--- config.mk ---
export PLATFORM = sky130hd
export DESIGN_NAME = bitop_unit
export DESIGN_NICKNAME = d
export VERILOG_FILES = /design/src/core/bitop_pkg.sv /design/src/core/bitop_decode.sv /design/src/core/bitop_unit.sv
export SDC_FILE = /design/constraint.sdc
export NUM_CORES = 1
export LEC_CHECK = 0
export BUFFER_PORTS_ARGS = -buffer_cell sky130_fd_sc_hd__buf_4
export CORE_MARGIN = 4
export CORE_UTILIZATION = 43
export DETAILED_ROUTE_END_ITERATION = 12
export PLACE_DENSITY = 0.77
export SLEW_MARGIN = 30
export SYNTH_ARGS = -nofsm -noshare
export SYNTH_HDL_FRONTEND = slang
export SYNTH_SLANG_ARGS = --single-unit
--- constraint.sdc ---
create_clock -name sys_clk_i -period 2.3 [get_ports sys_clk_i]
set_input_delay 0.46 -clock sys_clk_i [delete_from_list [all_inputs] [get_ports sys_clk_i]]
set_output_delay 0.46 -clock sys_clk_i [all_outputs]
set_load 0.01 [all_outputs]
--- src/core/bitop_pkg.sv ---
// Package for the bit-oriented instruction unit: encodings and widths.
// Assumes a 12-bit instruction word and a 5-bit file register address of 8-bit registers.
package bitop_pkg;
  localparam int unsigned INSTR_W = 12;
  localparam int unsigned DATA_W = 8;
  localparam int unsigned FADDR_W = 5;
  localparam int unsigned BITSEL_W = 3;
  localparam int unsigned OPC_MSB = 11;
  localparam int unsigned OPC_LSB = 8;
  localparam int unsigned BITSEL_MSB = 7;
  localparam int unsigned BITSEL_LSB = 5;
  localparam int unsigned FADDR_MSB = 4;
  localparam int unsigned FADDR_LSB = 0;
  localparam logic [3:0] OPC_BIT_CLEAR = 4'h4;
  localparam logic [3:0] OPC_BIT_SET = 4'h5;
  localparam logic [3:0] OPC_TEST_CLEAR = 4'h6;
  localparam logic [3:0] OPC_TEST_SET = 4'h7;
  localparam logic [INSTR_W-1:0] NOP_WORD = 12'h000;
  localparam logic [DATA_W-1:0] WDATA_RST = 8'h00;

  typedef enum logic [2:0] {
    BITOP_NONE,
    BITOP_BIT_CLEAR,
    BITOP_BIT_SET,
    BITOP_TEST_CLEAR,
    BITOP_TEST_SET
  } bitop_op_t;
endpackage

--- src/core/bitop_decode.sv ---
// Instruction decoder: splits a 12-bit word into operation and operands.
// Assumes a purely combinational use from the same clock domain.
`timescale 1ns/1ps
module bitop_decode (
  // Instruction word.
  input wire logic [bitop_pkg::INSTR_W-1:0] instr_i,
  // Decoded fields.
  output bitop_pkg::bitop_op_t op_o,
  output logic [bitop_pkg::BITSEL_W-1:0] bit_sel_o,
  output logic [bitop_pkg::FADDR_W-1:0] faddr_o
);
  import bitop_pkg::*;

  always_comb begin
    bit_sel_o = instr_i[BITSEL_MSB:BITSEL_LSB];
    faddr_o = instr_i[FADDR_MSB:FADDR_LSB];
    case (instr_i[OPC_MSB:OPC_LSB])
      OPC_BIT_CLEAR: begin
        op_o = BITOP_BIT_CLEAR;
      end
      OPC_BIT_SET: begin
        op_o = BITOP_BIT_SET;
      end
      OPC_TEST_CLEAR: begin
        op_o = BITOP_TEST_CLEAR;
      end
      OPC_TEST_SET: begin
        op_o = BITOP_TEST_SET;
      end
      default: begin
        op_o = BITOP_NONE;
      end
    endcase
  end
endmodule // bitop_decode

--- src/core/bitop_unit.sv ---
// Bit-oriented instruction unit: clear, set, and test-with-skip of a bit.
// Assumes the core presents one instruction per enabled cycle, and a file
// register read port that answers combinationally in the same cycle.
`timescale 1ns/1ps
module bitop_unit (
  // Clock, reset and enable.
  input wire logic sys_clk_i,
  input wire logic reset_i,
  input wire logic clk_en_i,
  // Instruction input.
  input wire logic instr_valid_i,
  input wire logic [bitop_pkg::INSTR_W-1:0] instr_i,
  // File register read port.
  output logic [bitop_pkg::FADDR_W-1:0] rd_addr_o,
  input wire logic [bitop_pkg::DATA_W-1:0] rd_data_i,
  // File register write port.
  output logic wr_en_o,
  output logic [bitop_pkg::FADDR_W-1:0] wr_addr_o,
  output logic [bitop_pkg::DATA_W-1:0] wr_data_o,
  // Sequencing.
  output logic skip_o,
  output logic nop_cycle_o,
  output logic busy_o
);
  import bitop_pkg::*;

  typedef struct packed {
    logic wr_en;
    logic [FADDR_W-1:0] wr_addr;
    logic [DATA_W-1:0] wr_data;
    logic skip;
    logic nop_cycle;
  } bitop_state_t;

  bitop_state_t st;
  bitop_state_t next_st;
  bitop_op_t op;
  logic [BITSEL_W-1:0] bit_sel;
  logic [FADDR_W-1:0] faddr;
  logic tested_bit;
  logic take;
  logic [DATA_W-1:0] bit_mask;

  bitop_decode u_decode (
    .instr_i(instr_i),
    .op_o(op),
    .bit_sel_o(bit_sel),
    .faddr_o(faddr)
  );

  // The operand register is read in the same cycle as the instruction.
  assign rd_addr_o = faddr;
  assign tested_bit = |(rd_data_i & bit_mask);

  // One select line per bit position of the operand byte.
  for (genvar b = 0; b < DATA_W; b++) begin : g_mask
    assign bit_mask[b] = (bit_sel == BITSEL_W'(b));
  end
  // A word arriving during the flush cycle is the discarded prefetch.
  assign take = clk_en_i && instr_valid_i && !st.skip;

  always_comb begin
    next_st = st;
    next_st.wr_en = 1'b0;
    next_st.skip = 1'b0;
    next_st.nop_cycle = st.skip;
    if (take) begin
      case (op)
        BITOP_BIT_CLEAR: begin
          next_st.wr_en = 1'b1;
          next_st.wr_addr = faddr;
          next_st.wr_data = rd_data_i & ~bit_mask;
        end
        BITOP_BIT_SET: begin
          next_st.wr_en = 1'b1;
          next_st.wr_addr = faddr;
          next_st.wr_data = rd_data_i | bit_mask;
        end
        BITOP_TEST_CLEAR: begin
          next_st.skip = !tested_bit;
        end
        BITOP_TEST_SET: begin
          next_st.skip = tested_bit;
        end
        default: begin
          next_st.skip = 1'b0;
        end
      endcase
    end
    if (!clk_en_i) begin
      next_st = st;
    end
  end

  always_ff @(posedge sys_clk_i or posedge reset_i) begin
    if (reset_i) begin
      st <= '{wr_en: 1'b0, wr_addr: '0, wr_data: WDATA_RST,
              skip: 1'b0, nop_cycle: 1'b0};
    end else begin
      st <= next_st;
    end
  end

  assign wr_en_o = st.wr_en;
  assign wr_addr_o = st.wr_addr;
  assign wr_data_o = st.wr_data;
  assign skip_o = st.skip;
  assign nop_cycle_o = st.nop_cycle;
  assign busy_o = st.skip;
endmodule // bitop_unit

# Word-level counts from Yosys, hierarchy flattened
# Index checks and enable logic that the tools add are counted.
# word_totals
wordCells	36
out_inout_bits	22
in_bits	24
regBits	16
# op_classes
muxes	4
n_eq_ne	15
reduce_logical	8
bitwise_logic	4
# ops
cell	count
$pmux 14 s2	1
$and 8x8->8	2
$eq 4x3->1 const B	4
$eq 3x3->1 const B	5
$mux 15	1
$eq 3x2->1 const B	4
$pmux 3 s4	1
$not 8->8	1
$or 8x8->8	1
$reduce_or 8->1	1
$eq 3x1->1 const B	2
$logic_not 3->1	1
$reduce_and 3->1	1
$logic_and 1x1->1	2
$logic_not 1->1	2
$pmux 1 s2	1
$reduce_bool 2->1	1

# Depth between registers and ports, before layout
# depth
word_depth	6
depth_mapped	5
depth_no_buf	4

# Hierarchy
# From an unflattened synthesis, not the netlist that was laid out.
# unflattened
cells_unflattened	91
hier_area_um2	935.9
# modules_own_cells
module	instances	area_each_um2	seq_area_each_um2	cells_each
bitop_unit	1	845.8	400.4	77
bitop_decode	1	90.1	0.0	14

# Worst setup path after synthesis
# OpenSTA, ideal clock, no wires.
# synth_path
path_type	flip-flop to flip-flop
start	register st (netlist bit busy_o)
end	register st (netlist bit wr_addr_o[1])
slack_ns	0.646
setup_ns	0.125
t_arrival_ns	1.529
period_less_slack_ns	1.654
stages_incl_launch_ff	5
path_buffers	1
path_cell_list	dfrtp_1 nand4b_1 nor3_1 buf_2 mux2_2
# synth_via
elab_chain_cells	3
# synth_rtl
item	line	text
from (decl)	bitop_unit.sv:35	bitop_state_t st;
from (signal assigned)	bitop_unit.sv:97	st <= '{wr_en: 1'b0, wr_addr: '0, wr_data: WDATA_RST,
from (signal assigned)	bitop_unit.sv:100	st <= next_st;
$logic_not 1->1	bitop_unit.sv:60	assign take = clk_en_i && instr_valid_i && !st.skip;
$logic_and 1x1->1	bitop_unit.sv:60	
$reduce_and 3->1 (no source line)	n/a	
# No other way between the ends.
# A chain may end at the register's enable or synchronous reset.

# Worst setup path after layout
# layout_path
start	register st (netlist bit busy_o)
end	register st (netlist bit wr_addr_o[0])
# The elaborated chain is that of the path after synthesis.

==> results by group <==
Outcome
  • Status: finished, final reports clean

Logic synthesis
  • Synth area leader: dfrtp_1
  • Syn. warnings: 0
  • Compound-Gate Fraction of Synth Area: 0.0735
  • Mux cell area share after synthesis: 0.233
  • Post-synthesis simple-gate area fraction: 0.118
  • Mean Syn Cell Area: roughly 11 sq um
  • Mapped cell area: roughly 870 sq um
  • Synth Instances: 80
  • Library cells used by synthesis: 21
  • Xor-xnor portion of the synthesized cell area: 0.0101
  • Register area share after synthesis: 0.461
  • Yosys top cell area share: 0.461
  • Largest family of logic cells by synthesized area: multiplexers
  • Number of synthesized register bits: 16
  • Main area contributors after synthesis: dfrtp_1, mux2i_1, mux2_2
  • Synthesized-area fraction occupied by adder cells: 0
  • Synth Net Count: roughly 100

Setup path
  • Cells along the critical path: nand4b_1 -> nor3_2 -> buf_4 -> mux2_2
  • CP max-delay cell: dfrtp_1
  • Critical path capture point type: flop
  • Required @ worst endpoint: roughly 2500 ps
  • CP Data Arrival Time: 1740 ps
  • WP buf/inv: 1
  • Critical Path Max Stage Delay: between 400 and 500 ps
  • Crit Path Class: reg2reg
  • Worst Setup Start Kind: flop
  • CP max FO: 22
  • Crit path max-delay family: flip-flops

Routing
  • Vias per cell: roughly 5.1
  • DR iter-0 viols: 22
  • Routed Antenna Nets: 0
  • Routed WL: ~1900 microns
  • DRT Pass-1 Iters: 4
  • Vias post-DR: between 700 and 800
  • WL/cell: 13.1 microns
  • Residual DRC: 0

Floorplanning
  • Starting density of the core: 0.477
  • Die width: between 50 and 60 microns
  • DIE HEIGHT: 52.9 microns
  • Die ar.: around 2800 sq um
  • Total core area: between 1500 and 2000 sq um
  • # IOs: 46
  • Row cnt: 15

Clock tree
  • Reg clk slew, reported paths: 100 ps
  • Number of setup buffers added after CTS: 0
  • CTS tree: done
  • Inserted Clock Buffers: 3
  • Clock Tree Root: clkbuf_4
  • H-tree depth: 1
  • Deepest clock path buffer count: 2
  • Post-CTS sizing: 0
  • Clock sink count: 16
  • Clk_lat worst skew: just under 300 ps
  • Hold_buf cts: 0

GRT
  • Global-route wire length before repair: around 3100 microns
  • Met2 Usage GRT: 0.258
  • Initial antenna violation count: 0
  • Met1 usage: 0.173
  • Most Crowded Layer GR: met2
  • Largest net degree at the start of global routing: 23
  • Met3 usage: 0.0535
  • Vias in the first global route: 690
  • Total grt overflow: 0
  • Global-route usage over all layers: 0.151

STA
  • Worst-Margin Slew: 571 ps
  • Max transition margin: 0.619
  • Setup ws final: roughly 740 ps
  • Slew Limit Fails: 0
  • Final period util: 0.680
  • Final Skew: about 6.6 ps
  • Final setup viols: 0
  • Hold Fails Final Rpt: 0
  • Setup repair after global routing missed its margin: no
  • Final critical-path required period: ~1600 ps
  • Fin Setup TNS: 0 ps
  • F_max: roughly 640 MHz

Min path
  • Type of the most critical hold path: in2async

Power and ir drop
  • Pwr Density: around 680 nW/um^2
  • Maximum VDD drop: 455 uV
  • Total power: 820 uW
  • Lkg Pwr: 0.000613 uW

Placed design
  • GPL Wtd Cong: 0.700
  • Placed cell count: approximately 140
  • PortBufs: 45
  • HPWL Detailed: approximately 1500 microns
  • DP Worst Slack: around 630 ps

Cells and area
  • Post-route insts no fill: around 140
  • Area of the multi-input gates: between 300 and 400 sq um
  • Final layout net count: between 100 and 150
  • Register area: approximately 400 sq um
  • Area Overhead vs Synth: 39.0%
  • ANT cells: 0
  • Share of layout cells above drive strength 1: 0.508
  • Filler cells: ~150

Job
  • Max-Cap Viols: 0
-- state kept, by name, indices dropped and copies added (netlist names) --
register	count
busy_o	1
nop_cycle_o	1
wr_addr_o	5
wr_data_o	8
wr_en_o	1
-- metal layers --
layer | vias to the layer above | wire, microns
li1 | 343 | -
met1 | 344 | 749
met2 | 36 | 923
met3 | 3 | 183
met4 | 0 | 21
met5 | - | 0
-- path summary, 6_finish.rpt --
| path | slack, ps | from | cells past startpoint | end |
|---|---|---|---|---|
| min in group sys_clk_i | 360 | instr_i[11] | 2 | busy_o |
| min | 220 | reset_i | 2 | wr_data_o[7] |
| max reg2reg | 740 | busy_o | 4 | wr_addr_o[0] |
| max | 740 | busy_o | 4 | wr_addr_o[0] |
| min reg2reg | 500 | wr_en_o | 1 | wr_en_o |
| max in group asynchronous | 1700 | reset_i | 2 | nop_cycle_o |
-- cell usage after synthesis --
cell,count
dfrtp_1,16
nor2_1,10
mux2i_1,9
a21oi_1,8
buf_4,6
mux2_2,6
inv_1,3
nand2_1,3
buf_2,2
clkbuf_1,2
mux4_2,2
nand3b_1,2
nor3_1,2
nor3b_1,2
a21o_1,1
buf_6,1
clkbuf_2,1
nand3_1,1
nand4b_1,1
o41ai_2,1
xnor2_1,1
-- cell usage in the layout, fill, tap and decap left out --
cell type / synthesis / routed
buf_4: 6 / 46
dfrtp_1: 16 / 16
nor2_1: 10 / 10
mux2i_1: 9 / 9
a21oi_1: 8 / 8
mux2_2: 6 / 6
nand2_1: 3 / 3
inv_1: 3 / 3
clkbuf_4: 0 / 3
nor3b_1: 2 / 2
nand3b_1: 2 / 2
mux4_2: 2 / 2
nand4b_1: 1 / 1
nor3_2: 0 / 1
nor3_1: 2 / 1
xnor2_1: 1 / 1
o41ai_2: 1 / 1
nand3_1: 1 / 1
a21o_1: 1 / 1
clkbuf_8: 0 / 1
-- through the flow --
| stage | cell area, sq um | hold WS [ps] | util |
|---|---|---|---|
| after floorplan | 868 | 374 | - |
| after global placement | 1170 | 471 | 0.643 |
| after detailed placement | 1170 | 476 | 0.643 |
| after CTS | 1210 | 244 | 0.663 |
| after global routing | 1210 | 256 | 0.663 |
| final | 1210 | 218 | 0.663 |
-- kinds of logic (layout without fill, tap and decap cells) --
group	Yosys count	after routing
DFF	16	16
xor gates and xnor gates	1	1
buffers and inverters	15	53
muxes	17	17
AOI/OAI and AO/OA	10	10
and+or+nand+nor	21	21
-- layout make-up --
class                   instances  area share
clock buffers                   4      0.0301
inverters                       3     0.00933
multi-input cells              49       0.317
flip-flops and latches         16       0.332
well taps                      25      0.0259
repair buffers                 46       0.286
-- power breakdown --
group | switching, uW | internal (uW) | leakage [uW]
registers | 31.8 | 338 | 0.000194
logic | 113 | 151 | 0.000397
clock network | 89.7 | 96.4 | 0.0000210
total | 235 | 586 | 0.000613
(Power assumes the default switching activity.)
